**config.mk**
```make
export PLATFORM = sky130hd
export DESIGN_NAME = gos_output_select
export DESIGN_NICKNAME = d
export VERILOG_FILES = /design/src/verilog/gos_pkg.sv /design/src/verilog/gos_output_select.sv /design/src/verilog/gos_sync2.sv /design/src/verilog/gos_tri_decode.sv
export SDC_FILE = /design/constraint.sdc
export NUM_CORES = 1
export LEC_CHECK = 0
export ABC_AREA = 1
export ABC_CLOCK_PERIOD_IN_PS = 1500
export BUFFER_PORTS_ARGS = -buffer_cell sky130_fd_sc_hd__buf_2
export CORE_MARGIN = 4
export CORE_UTILIZATION = 35
export CTS_CLUSTER_SIZE = 12
export DETAILED_ROUTE_END_ITERATION = 7
export PLACE_DENSITY = 0.66
export SKIP_CTS_REPAIR_TIMING = 1
export SYNTH_ARGS = -nofsm -noshare
export SYNTH_HDL_FRONTEND = slang
export SYNTH_SLANG_ARGS = --single-unit
export TNS_END_PERCENT = 50
```
**constraint.sdc**
```tcl
create_clock -name clk_in -period 1.5 [get_ports clk_in]
set_input_delay 0.3 -clock clk_in [delete_from_list [all_inputs] [get_ports clk_in]]
set_output_delay 0.3 -clock clk_in [all_outputs]
set_load 0.01 [all_outputs]
```
**src/verilog/gos_pkg.sv**
```systemverilog
// Shared constants for the output-select and pin-status block.
// Assumes a 32-bit Avalon-MM slave with byte addresses and one aligned word per register.
package gos_pkg;

  // Bus geometry
  localparam int ADDR_W = 18;
  localparam int DATA_W = 32;
  localparam int BE_W = 4;
  localparam int REG_W = 8;
  localparam int IDX_W = 16;

  // Register indices as printed; byte address is four times the index
  localparam logic [IDX_W-1:0] IDX_OUTPUT_SELECT_CONTROL_ONE = 16'hff26;
  localparam logic [IDX_W-1:0] IDX_TRI_LEVEL_AND_INT0_LEVELS = 16'hff27;
  localparam logic [IDX_W-1:0] IDX_EXT_INT_ONE_LEVEL = 16'hff28;
  localparam logic [IDX_W-1:0] IDX_EXT_INT_TWO_LEVEL = 16'hff29;

  // Control register reset value and field positions
  localparam logic [REG_W-1:0] CTRL_RESET = 8'h04;
  localparam int CTRL_TRI_OUT_SEL_BIT = 7;
  localparam int CTRL_KEYPAD_COLUMN_SIX_OUT_SEL_BIT = 6;
  localparam int CTRL_KEYPAD_COLUMN_FIVE_OUT_SEL_BIT = 5;
  localparam int CTRL_OSC_SEL_BIT = 4;
  localparam int CTRL_GENERAL_OUTPUT_TEN_BIT = 2;

  // Status register field positions
  localparam int STAT_TRI1_LSB = 5;
  localparam int STAT_TRI0_LSB = 3;
  localparam int STAT_LEVEL_BIT = 0;

  // Tri-level pin codes
  localparam logic [1:0] TRI_OPEN = 2'b00;
  localparam logic [1:0] TRI_LOW = 2'b01;
  localparam logic [1:0] TRI_HIGH = 2'b10;

  // Synchroniser sizing: four tri sense lines, two columns, three interrupt lines
  localparam int SYNC_W = 9;
  localparam int SYNC_TRI0_LOW = 0;
  localparam int SYNC_TRI0_HIGH = 1;
  localparam int SYNC_TRI1_LOW = 2;
  localparam int SYNC_TRI1_HIGH = 3;
  localparam int SYNC_KEYPAD_COLUMN_FIVE = 4;
  localparam int SYNC_KEYPAD_COLUMN_SIX = 5;
  localparam int SYNC_INT0 = 6;
  localparam int SYNC_INT1 = 7;
  localparam int SYNC_INT2 = 8;

  // Reset values of the bus answer
  localparam logic [DATA_W-1:0] READ_ZERO = 32'h0000_0000;
  localparam logic [REG_W-1:0] BYTE_ZERO = 8'h00;

  // Bus handshake states
  typedef enum logic [0:0] {
    GOS_BUS_IDLE = 1'b0,
    GOS_BUS_ACK = 1'b1
  } gos_bus_e;

  // True when a byte address selects the given register index
  function automatic logic gos_hit(input logic [ADDR_W-1:0] addr, input logic [IDX_W-1:0] idx);
    gos_hit = (addr[ADDR_W-1:2] == idx) && (addr[1:0] == 2'b00);
  endfunction : gos_hit

endpackage : gos_pkg

```
**src/verilog/gos_output_select.sv**
```systemverilog
// Output-select control register, multifunction pin drivers and pin-level status registers.
// Assumes an Avalon-MM master that holds its request until waitrequest is seen low,
// and outside comparators that report a tri-level pin as below-low and above-high lines.
//
// Local design decision: the Avalon-MM register port.
import gos_pkg::*;

// Functional notes
// Control bits 7, 6, 5 turn tri pin and columns six, five into outputs.
// Output ten is driven on its pin only while control bit 7 is one.
// Output ten pin is low when control bit 2 is zero, high when one.
// Low control bits are stored even while their pin is an input.
// Bit 4 drives active-high oscillator enable, shutdown state, onto column six pin.
// Oscillator enable selection applies only while control bit 5 is set.
// First status: tri one in bits 6-5, tri zero in 4-3, interrupt zero bit 0.
// Second status bit 0 reads the level of interrupt line one.
// Third status bit 0 reads the level of interrupt line two.
// Reserved status bits read as zero.
// Tri-level code: open, low, high; fourth code unused.
// Pin levels are synchronised to the clock before they reach status.
module gos_output_select (
  // Clock and reset
  input wire logic clk_in,
  input wire logic resetn_in,
  // Avalon-MM slave
  input wire logic [gos_pkg::ADDR_W-1:0] avs_address_in,
  input wire logic avs_read_in,
  input wire logic avs_write_in,
  input wire logic [gos_pkg::DATA_W-1:0] avs_writedata_in,
  input wire logic [gos_pkg::BE_W-1:0] avs_byteenable_in,
  output logic [gos_pkg::DATA_W-1:0] avs_readdata_out,
  output logic avs_waitrequest_out,
  // Tri-level pin zero, shared with general output ten
  input wire logic tri_zero_low_in,
  input wire logic tri_zero_high_in,
  output logic tri_or_output_pin_out,
  output logic tri_or_output_pin_oe_n_out,
  // Tri-level pin one
  input wire logic tri_one_low_in,
  input wire logic tri_one_high_in,
  // Column six pin, shared with output seven and oscillator enable
  input wire logic column_six_or_output_pin_in,
  output logic column_six_or_output_pin_out,
  output logic column_six_or_output_pin_oe_n_out,
  // Column five pin, shared with output six
  input wire logic column_five_or_output_pin_in,
  output logic column_five_or_output_pin_out,
  output logic column_five_or_output_pin_oe_n_out,
  // External interrupt lines
  input wire logic ext_interrupt_line_zero_in,
  input wire logic ext_interrupt_line_one_in,
  input wire logic ext_interrupt_line_two_in,
  // Values from the rest of the chip, same clock
  input wire logic general_output_seven_in,
  input wire logic general_output_six_in,
  input wire logic shutdown_in,
  // Column levels towards the keypad scanner
  output logic keypad_column_six_out,
  output logic keypad_column_five_out
);
  import gos_pkg::*;

  // Synchronised pin levels
  logic [SYNC_W-1:0] pin_async;
  logic [SYNC_W-1:0] pin_sync;
  logic [1:0] tri_zero_code;
  logic [1:0] tri_one_code;

  // Bus state
  gos_bus_e bus_state_reg;
  gos_bus_e bus_state_next;
  logic [DATA_W-1:0] readdata_reg;
  logic [DATA_W-1:0] readdata_next;
  logic waitrequest_reg;
  logic waitrequest_next;

  // Control register
  logic [REG_W-1:0] ctrl_reg;
  logic [REG_W-1:0] ctrl_next;

  // Status registers
  logic [REG_W-1:0] stat0_reg;
  logic [REG_W-1:0] stat0_next;
  logic [REG_W-1:0] stat1_reg;
  logic [REG_W-1:0] stat1_next;
  logic [REG_W-1:0] stat2_reg;
  logic [REG_W-1:0] stat2_next;

  // Pin drivers
  logic tri_pin_reg;
  logic tri_pin_next;
  logic tri_oe_n_reg;
  logic tri_oe_n_next;
  logic keypad_column_six_pin_reg;
  logic keypad_column_six_pin_next;
  logic keypad_column_six_oe_n_reg;
  logic keypad_column_six_oe_n_next;
  logic keypad_column_five_pin_reg;
  logic keypad_column_five_pin_next;
  logic keypad_column_five_oe_n_reg;
  logic keypad_column_five_oe_n_next;
  logic keypad_column_six_level_reg;
  logic keypad_column_six_level_next;
  logic keypad_column_five_level_reg;
  logic keypad_column_five_level_next;

  // Bus decode helpers
  logic req;
  logic accept;
  logic hit_ctrl;
  logic hit_stat0;
  logic hit_stat1;
  logic hit_stat2;
  logic osc_enable;

  // Gather every outside level into one bundle
  assign pin_async[SYNC_TRI0_LOW] = tri_zero_low_in;
  assign pin_async[SYNC_TRI0_HIGH] = tri_zero_high_in;
  assign pin_async[SYNC_TRI1_LOW] = tri_one_low_in;
  assign pin_async[SYNC_TRI1_HIGH] = tri_one_high_in;
  assign pin_async[SYNC_KEYPAD_COLUMN_FIVE] = column_five_or_output_pin_in;
  assign pin_async[SYNC_KEYPAD_COLUMN_SIX] = column_six_or_output_pin_in;
  assign pin_async[SYNC_INT0] = ext_interrupt_line_zero_in;
  assign pin_async[SYNC_INT1] = ext_interrupt_line_one_in;
  assign pin_async[SYNC_INT2] = ext_interrupt_line_two_in;

  // Bring levels into the clock domain
  gos_sync2 #(
    .WIDTH(SYNC_W)
  ) u_sync (
    .clk_in(clk_in),
    .resetn_in(resetn_in),
    .d_in(pin_async),
    .q_out(pin_sync)
  );

  // Turn sense lines into tri-level codes
  gos_tri_decode u_tri (
    .tri_zero_low_in(pin_sync[SYNC_TRI0_LOW]),
    .tri_zero_high_in(pin_sync[SYNC_TRI0_HIGH]),
    .tri_one_low_in(pin_sync[SYNC_TRI1_LOW]),
    .tri_one_high_in(pin_sync[SYNC_TRI1_HIGH]),
    .tri_zero_code_out(tri_zero_code),
    .tri_one_code_out(tri_one_code)
  );

  // Address decode of the current request
  assign req = avs_read_in || avs_write_in;
  assign hit_ctrl = gos_hit(avs_address_in, IDX_OUTPUT_SELECT_CONTROL_ONE);
  assign hit_stat0 = gos_hit(avs_address_in, IDX_TRI_LEVEL_AND_INT0_LEVELS);
  assign hit_stat1 = gos_hit(avs_address_in, IDX_EXT_INT_ONE_LEVEL);
  assign hit_stat2 = gos_hit(avs_address_in, IDX_EXT_INT_TWO_LEVEL);
  // Request completes at the edge where waitrequest is low
  assign accept = req && (bus_state_reg == GOS_BUS_ACK);

  // Handshake: one wait cycle, then one cycle with waitrequest low
  always_comb begin
    bus_state_next = bus_state_reg;
    waitrequest_next = 1'b1;
    readdata_next = readdata_reg;
    case (bus_state_reg)
      GOS_BUS_IDLE: begin
        if (req) begin
          bus_state_next = GOS_BUS_ACK;
          waitrequest_next = 1'b0;
          readdata_next = READ_ZERO;
          if (avs_read_in) begin
            if (hit_ctrl) begin
              readdata_next[REG_W-1:0] = ctrl_reg;
            end else if (hit_stat0) begin
              readdata_next[REG_W-1:0] = stat0_reg;
            end else if (hit_stat1) begin
              readdata_next[REG_W-1:0] = stat1_reg;
            end else if (hit_stat2) begin
              readdata_next[REG_W-1:0] = stat2_reg;
            end
          end
        end
      end
      GOS_BUS_ACK: begin
        bus_state_next = GOS_BUS_IDLE;
        waitrequest_next = 1'b1;
      end
      default: begin
        bus_state_next = GOS_BUS_IDLE;
        waitrequest_next = 1'b1;
      end
    endcase
  end

  // Bus registers
  always_ff @(posedge clk_in or negedge resetn_in) begin
    if (!resetn_in) begin
      bus_state_reg <= GOS_BUS_IDLE;
      waitrequest_reg <= 1'b1;
      readdata_reg <= READ_ZERO;
    end else begin
      bus_state_reg <= bus_state_next;
      waitrequest_reg <= waitrequest_next;
      readdata_reg <= readdata_next;
    end
  end

  // Control write: whole byte stored whatever the pin roles are
  always_comb begin
    ctrl_next = ctrl_reg;
    if (accept && avs_write_in && hit_ctrl && avs_byteenable_in[0]) begin
      ctrl_next = avs_writedata_in[REG_W-1:0];
    end
  end

  // Control register
  always_ff @(posedge clk_in or negedge resetn_in) begin
    if (!resetn_in) begin
      ctrl_reg <= CTRL_RESET;
    end else begin
      ctrl_reg <= ctrl_next;
    end
  end

  // Status bytes from synchronised levels; unused bits stay zero
  always_comb begin
    stat0_next = BYTE_ZERO;
    stat0_next[STAT_TRI1_LSB +: 2] = tri_one_code;
    stat0_next[STAT_TRI0_LSB +: 2] = tri_zero_code;
    stat0_next[STAT_LEVEL_BIT] = pin_sync[SYNC_INT0];
    stat1_next = BYTE_ZERO;
    stat1_next[STAT_LEVEL_BIT] = pin_sync[SYNC_INT1];
    stat2_next = BYTE_ZERO;
    stat2_next[STAT_LEVEL_BIT] = pin_sync[SYNC_INT2];
  end

  // Status registers
  always_ff @(posedge clk_in or negedge resetn_in) begin
    if (!resetn_in) begin
      stat0_reg <= BYTE_ZERO;
      stat1_reg <= BYTE_ZERO;
      stat2_reg <= BYTE_ZERO;
    end else begin
      stat0_reg <= stat0_next;
      stat1_reg <= stat1_next;
      stat2_reg <= stat2_next;
    end
  end

  // Oscillator runs while the chip is not shut down
  assign osc_enable = !shutdown_in;

  // Pin roles from the control bits
  always_comb begin
    // Tri pin: output ten only when selected
    tri_oe_n_next = !ctrl_reg[CTRL_TRI_OUT_SEL_BIT];
    tri_pin_next = ctrl_reg[CTRL_GENERAL_OUTPUT_TEN_BIT];
    // Column six: oscillator enable, else output seven, else input
    keypad_column_six_oe_n_next = 1'b1;
    keypad_column_six_pin_next = 1'b0;
    if (ctrl_reg[CTRL_KEYPAD_COLUMN_FIVE_OUT_SEL_BIT] && ctrl_reg[CTRL_OSC_SEL_BIT]) begin
      keypad_column_six_oe_n_next = 1'b0;
      keypad_column_six_pin_next = osc_enable;
    end else if (ctrl_reg[CTRL_KEYPAD_COLUMN_SIX_OUT_SEL_BIT]) begin
      keypad_column_six_oe_n_next = 1'b0;
      keypad_column_six_pin_next = general_output_seven_in;
    end
    // Column five: output six or input
    keypad_column_five_oe_n_next = !ctrl_reg[CTRL_KEYPAD_COLUMN_FIVE_OUT_SEL_BIT];
    keypad_column_five_pin_next = general_output_six_in;
    // Column levels read as idle high while the pin is an output
    keypad_column_six_level_next = keypad_column_six_oe_n_next ? pin_sync[SYNC_KEYPAD_COLUMN_SIX] : 1'b1;
    keypad_column_five_level_next = keypad_column_five_oe_n_next ? pin_sync[SYNC_KEYPAD_COLUMN_FIVE] : 1'b1;
  end

  // Pin driver registers; all pins are inputs during reset
  always_ff @(posedge clk_in or negedge resetn_in) begin
    if (!resetn_in) begin
      tri_pin_reg <= 1'b0;
      tri_oe_n_reg <= 1'b1;
      keypad_column_six_pin_reg <= 1'b0;
      keypad_column_six_oe_n_reg <= 1'b1;
      keypad_column_five_pin_reg <= 1'b0;
      keypad_column_five_oe_n_reg <= 1'b1;
      keypad_column_six_level_reg <= 1'b1;
      keypad_column_five_level_reg <= 1'b1;
    end else begin
      tri_pin_reg <= tri_pin_next;
      tri_oe_n_reg <= tri_oe_n_next;
      keypad_column_six_pin_reg <= keypad_column_six_pin_next;
      keypad_column_six_oe_n_reg <= keypad_column_six_oe_n_next;
      keypad_column_five_pin_reg <= keypad_column_five_pin_next;
      keypad_column_five_oe_n_reg <= keypad_column_five_oe_n_next;
      keypad_column_six_level_reg <= keypad_column_six_level_next;
      keypad_column_five_level_reg <= keypad_column_five_level_next;
    end
  end

  // Outputs straight from flip-flops
  assign avs_readdata_out = readdata_reg;
  assign avs_waitrequest_out = waitrequest_reg;
  assign tri_or_output_pin_out = tri_pin_reg;
  assign tri_or_output_pin_oe_n_out = tri_oe_n_reg;
  assign column_six_or_output_pin_out = keypad_column_six_pin_reg;
  assign column_six_or_output_pin_oe_n_out = keypad_column_six_oe_n_reg;
  assign column_five_or_output_pin_out = keypad_column_five_pin_reg;
  assign column_five_or_output_pin_oe_n_out = keypad_column_five_oe_n_reg;
  assign keypad_column_six_out = keypad_column_six_level_reg;
  assign keypad_column_five_out = keypad_column_five_level_reg;

endmodule : gos_output_select

```
**src/verilog/gos_sync2.sv**
```systemverilog
// Two-flop synchroniser for a bundle of asynchronous pin levels.
// Assumes each bit is an independent level; no bundle coherency is promised.
module gos_sync2 #(
  parameter int WIDTH = gos_pkg::SYNC_W
) (
  // Clock and reset
  input wire logic clk_in,
  input wire logic resetn_in,
  // Levels
  input wire logic [WIDTH-1:0] d_in,
  output logic [WIDTH-1:0] q_out
);
  import gos_pkg::*;

  logic [WIDTH-1:0] meta_reg;
  logic [WIDTH-1:0] meta_next;
  logic [WIDTH-1:0] sync_reg;
  logic [WIDTH-1:0] sync_next;

  // First stage feeds only the second stage
  always_comb begin
    meta_next = d_in;
    sync_next = meta_reg;
  end

  // Stage registers
  always_ff @(posedge clk_in or negedge resetn_in) begin
    if (!resetn_in) begin
      meta_reg <= '0;
      sync_reg <= '0;
    end else begin
      meta_reg <= meta_next;
      sync_reg <= sync_next;
    end
  end

  assign q_out = sync_reg;

endmodule : gos_sync2

```
**src/verilog/gos_tri_decode.sv**
```systemverilog
// Decoder from two threshold sense lines to a tri-level pin code.
// Assumes sense lines are already synchronised to the system clock.
module gos_tri_decode (
  // Sense lines of pin zero
  input wire logic tri_zero_low_in,
  input wire logic tri_zero_high_in,
  // Sense lines of pin one
  input wire logic tri_one_low_in,
  input wire logic tri_one_high_in,
  // Codes
  output logic [1:0] tri_zero_code_out,
  output logic [1:0] tri_one_code_out
);
  import gos_pkg::*;

  // Map one pin; both lines active cannot happen and reads as open
  function automatic logic [1:0] tri_code(input logic low, input logic high);
    if (low && !high) begin
      tri_code = TRI_LOW;
    end else if (high && !low) begin
      tri_code = TRI_HIGH;
    end else begin
      tri_code = TRI_OPEN;
    end
  endfunction : tri_code

  // Both pins decoded the same way
  assign tri_zero_code_out = tri_code(tri_zero_low_in, tri_zero_high_in);
  assign tri_one_code_out = tri_code(tri_one_low_in, tri_one_high_in);

endmodule : gos_tri_decode
```
==> impl_metrics.tcl, run 1 <==
set metrics [dict create \
    ant_nets 0 \
    synth_cells 203 \
    tightest_slew_ns 0.534 \
    routed_wl_um 3350 \
    hold_viol 0 \
    ios 111 \
    ys_types 23 \
    antenna_found_initial 0 \
    powerDensity_nw_per_um2 977 \
    cts_tree "built" \
    cts.clk_slew.worst_paths_ns 0.09 \
    timing.fmax_mhz 803 \
    vias 1346 \
    finalNetCount 339 \
    area_delta_synth_final_pct 19.9 \
    rsz0062_at_grt "false" \
    synth.yosys.warnings 0 \
    ir_drop_v 0.000621 \
    drive_gt1_share_pct 31.1 \
    crit_type "reg -> reg" \
    die_x_um 84.4 \
    swShare_pct 22.2 \
    insertion_delay_ns 0.29 \
    yosys.area_share.simple_pct 16.4 \
    viasPerCell 3.94 \
    cts_inserted_buffers 5 \
    clock-sinks 51 \
    post_drt_wl_per_cell_um 9.79 \
    drv_cap 0 \
    timing.final.max_slew_violations 0 \
    p_sw_uw 531 \
    h-tree-depth 2 \
    synth_compound_area_share_pct 4.60 \
    grt-ovfl-total 0 \
    syn_avg_cell_area_um2 10.1 \
    fin_tns_setup_ns 0 \
    pre_cts_slack_ns 0.0463 \
    gp_congestion 0.702 \
    final_cell_mix "buf_2, dfrtp_1, nand2_1, inv_1, conb_1" \
    synth_adder_area_share_pct 0 \
    placed_cells 333 \
    setup_slack_ns 0.255 \
    grt_pass1_vias 1339 \
    core_region_area_um2 5570 \
    synth_seq_area_share_pct 63.0 \
    power.leakage_uw 0.00135 \
    p_seq_share_pct 59.8 \
    min_period_ns 1.24 \
    synth_top_family_by_area "simple AND/OR/NAND/NOR gates" \
    outcome "finished clean" \
    intPower_uw 1860 \
    slew_headroom_pct 64.3 \
    p_clk_share_pct 32.6 \
    final_cell_count_no_fill 342 \
    cp.required_ns 1.72 \
    grt_pass1_wl_um 5730 \
    start_util_pct 36.6 \
    first_iter_violations 34 \
    synth-xor-area-share_pct 0 \
    clockBufferDepth 2 \
    drcViolationCount 0 \
    combPwrFrac_pct 7.6 \
    io_buffers 59 \
    finalCritPeriodShare_pct 83.0 \
    worst_ep_arrival_time_ns 1.46 \
    cts-root-buf "clkbuf_8" \
    endpoint_kind "register" \
    fp.dieH_um 84.4 \
    grt_max_degree 52 \
    rows 27 \
    synth-seq-cells 51 \
    grtUsageTotal_pct 9.90 \
    start_kind "register" \
    hold_class "in -> reg" \
    num_antenna_cells 0 \
    synth_mux_area_share_pct 0 \
    final_common_cell "buf_2" \
    place_hpwl_um 2550 \
    setup_viol 0 \
    r2r_slack_ns 0.26 \
    die_area_um2 7120 \
    critical_path.max_fanout 8 \
    clock_skew_ns 0.00429 \
    syn_area_um2 2040 \
    firstDrtPassIters 4 \
]
layout make-up:
cell class                 count  area [um2]
clock buffer                   7        86.3
inverter                      34         128
timing repair buffer          62         333
multi-input combinational    115         519
sequential                    51        1280
fill                         558        3130
clock inverter                 1        5.00
tap                           72        90.1
power by group through the flow:
stage	Clock [uW]	Sequential [uW]	Combinational, uW
6_report	778	1430	182
5_1_grt	875	1440	209
4_1_cts	814	1430	183
3_5_place_dp	0	1460	182
3_3_place_gp	0	1460	177
2_1_floorplan	0	1460	118
synth_stat cells:
cell type,instances,area (um2)
dfstp_2,7,184
clkbuf_1,1,3.75
nor3_1,2,10.0
nor2_1,12,45.0
nand2_2,3,18.8
nand3_1,8,40.0
inv_1,33,124
a21oi_1,1,5.00
nor2_2,1,6.26
o21ai_2,1,8.76
and3_1,1,6.26
o21ai_1,15,75.1
buf_6,1,11.3
buf_4,24,180
or2_2,1,6.26
inv_2,1,3.75
nand2_1,42,158
nor2_8,1,20.0
nand3b_1,1,7.51
nand3_4,1,17.5
conb_1,1,3.75
o21ai_0,1,5.00
dfrtp_1,44,1100
worst max-delay path, cell delays in order (launching register included):
cell and delay (ns):
dfrtp_1 0.38, inv_1 0.05, o21ai_1 0.08, nor2_1 0.42
nand2_1 0.10, o21ai_1 0.15
path summary, 6_finish.rpt:
| check | from | endpoint | cells past startpoint |
|---|---|---|---|
| setup / recovery | bus_state_reg$_DFF_PN0_ | avs_readdata_out[2]$_DFFE_PN0P_ | 5 |
| min in group asynchronous | resetn_in | u_sync.meta_reg[1]$_DFF_PN0_ | 3 |
| max in group asynchronous | resetn_in | keypad_column_five_out$_DFF_PN1_ | 3 |
| hold reg to reg | u_sync.meta_reg[1]$_DFF_PN0_ | u_sync.q_out[1]$_DFF_PN0_ | 0 |
| setup reg to reg | bus_state_reg$_DFF_PN0_ | avs_readdata_out[2]$_DFFE_PN0P_ | 5 |
| hold / removal | ext_interrupt_line_two_in | u_sync.meta_reg[8]$_DFF_PN0_ | 1 |
through the flow:
step	hold WS (ns)	cell area [um2]	util (%)	total power [uW]
floorplan	0.00441	2130	-	1580
global placement	0.303	2340	42.1	1630
detailed placement	0.307	2340	42.1	1640
CTS	-0.0142	2440	43.7	2430
global route	0.0864	2450	43.9	2520
finish	0.110	2450	43.9	2390
cell families (layout without fill, tap and decap cells):
group,after synthesis,after routing
AOI/OAI and AO/OA,18,18
and+or+nand+nor,73,73
DFF,51,51
other,1,24
buffers and inverters,60,104
metal layers:
layer / part of all wire (%) / vias up / wire length [um] / GRT usage (%)
li1: - / 691 / - / -
met2: 52 / 42 / 1730 / 17.5
met3: 8.4 / 2 / 280 / 3.83
met5: 0 / - / 0 / 0
met4: 0.54 / 0 / 18 / 1.73
met1: 39 / 611 / 1320 / 11.6
No activity file was read; power rests on OpenSTA's default activity.
==> inputs of run 2 (changes only) <==
Settings changed: ABC_CLOCK_PERIOD_IN_PS 1500 to 1100, PLACE_DENSITY 0.66 to 0.69.
Clock period 1.5 ns to 1.1 ns, I/O delays scaled along.
==> impl_metrics.tcl, run 2 (same netlist as run 1, synthesis figures left out) <==
set metrics [dict create \
    viasPerCell 3.89 \
    hold_viol 0 \
    combPwrFrac_pct 9.2 \
    drive_gt1_share_pct 40.4 \
    violations "setup timing" \
    slowest_delay_ns 0.54 \
    swShare_pct 22.8 \
    design_area_um2 2610 \
    post_drt_wl_per_cell_um 10.4 \
    clock_skew_ns 0.00398 \
    place_area_um2 2440 \
    setup_viol 6 \
    final_cell_mix "buf_2, dfrtp_1, nand2_1, inv_1, conb_1" \
    grt-ovfl-total 0 \
    intPower_uw 2500 \
    ir_drop_v 0.000663 \
    die_area_um2 7120 \
    setup_slack_ns -0.0423 \
    timing.fmax_mhz 875 \
    rows 27 \
    drv_cap 0 \
    min_period_ns 1.14 \
    final_common_cell "buf_2" \
    num_antenna_cells 0 \
    grt_pass1_vias 1374 \
    core_region_area_um2 5570 \
    p_clk_share_pct 30.5 \
    timing.final.max_slew_violations 0 \
    fp.dieH_um 84.4 \
    h-tree-depth 2 \
    p_sw_uw 737 \
    grtUsageTotal_pct 10.2 \
    first_iter_violations 71 \
    start_kind "register" \
    worst_ep_arrival_time_ns 0.92 \
    gp_congestion 0.751 \
    ios 111 \
    vias 1369 \
    finalNetCount 349 \
    routed_wl_um 3660 \
    final_util_pct 46.8 \
    crit_start "keypad_column_five_out$_DFF_PN1_" \
    power.total_uw 3240 \
    critPathBufInv 1 \
    cts_tree "built" \
    finalCritPeriodShare_pct 104 \
    insertion_delay_ns 0.29 \
    start_util_pct 36.6 \
    cts-root-buf "clkbuf_8" \
    grt_max_degree 32 \
    grt_pass1_wl_um 5780 \
    p_seq_share_pct 60.3 \
    area_delta_synth_final_pct 27.7 \
    crit_family "flip-flops" \
    endpoint_kind "primary output" \
    crit_type "reg -> out" \
    outcome "complete, but fails checks" \
    place_hpwl_um 2780 \
    power.leakage_uw 0.00140 \
    min-delay-start "column_five_or_output_pin_in" \
    firstDrtPassIters 4 \
    antenna_found_initial 0 \
    cts_inserted_buffers 5 \
    io_buffers 59 \
    hold_class "in -> reg" \
    cp.required_ns 0.88 \
    clockBufferDepth 2 \
    clock-sinks 51 \
    cts.clk_slew.worst_paths_ns 0.08 \
    ant_nets 0 \
    rsz0062_at_grt "true" \
    powerDensity_nw_per_um2 1240 \
    pre_cts_slack_ns -0.225 \
    critical_path.max_fanout 1 \
    die_x_um 84.4 \
    cp_slowest_cell "dfstp_2" \
    crit_chain "buf_6" \
    drcViolationCount 0 \
    r2r_start "bus_state_reg$_DFF_PN0_" \
]
[run 2: cell count changes in the layout (fill, tap and decap cells not counted), moves of 5 or more]
cell	change
buf_6	+6
buf_4	+10
nand2_1	-6
inv_1	-6
nand2_2	+5
buf_2	-6
[run 2: area by class of cell]
cell class,count,area (um2)
fill,542,2970
sequential,51,1280
multi-input combinational,116,584
timing repair buffer,71,425
inverter,34,140
tap,72,90.1
clock buffer,7,76.3
clock inverter,1,5.00
[run 2: layer usage]
metal	vias to the layer above	part of all wire, %	global-route usage [%]
met5	-	0	0
met4	0	1.0	3.45
met3	5	7.2	3.53
met2	45	54	18.9
met1	608	38	10.8
li1	711	-	-
[run 2: worst paths after layout]
| kind | endpoint | slack (ns) | cells past startpoint |
|---|---|---|---|
| setup reg to reg | ctrl_reg[3]$_DFFE_PN0P_ | 0.06 | 4 |
| hold / removal | u_sync.meta_reg[4]$_DFF_PN0_ | 0.03 | 1 |
| hold reg to reg | u_sync.q_out[1]$_DFF_PN0_ | 0.35 | 0 |
| setup / recovery | keypad_column_five_out | -0.04 | 1 |
| min in group asynchronous | ctrl_reg[1]$_DFFE_PN0P_ | 0.43 | 3 |
| max in group asynchronous | u_sync.q_out[6]$_DFF_PN0_ | 0.34 | 3 |
[run 2: per-stage QoR]
stage | TNS, ns | hold WS (ns) | instances
2_1_floorplan | -0.247 | -0.0756 | 226
3_3_place_gp | -2.53 | 0.216 | 342
3_5_place_dp | -2.89 | 0.222 | 342
4_1_cts | -0.446 | -0.100 | 350
5_1_grt | -0.571 | 0.00466 | 352
6_report | -0.217 | 0.0269 | 352
[run 2: power by group through the flow]
stage	Clock, uW	Sequential [uW]	Combinational, uW
5_1_grt	1120	1960	333
6_report	988	1950	297
3_3_place_gp	0	1990	273
4_1_cts	1040	1950	283
2_1_floorplan	0	1990	171
3_5_place_dp	0	1990	282
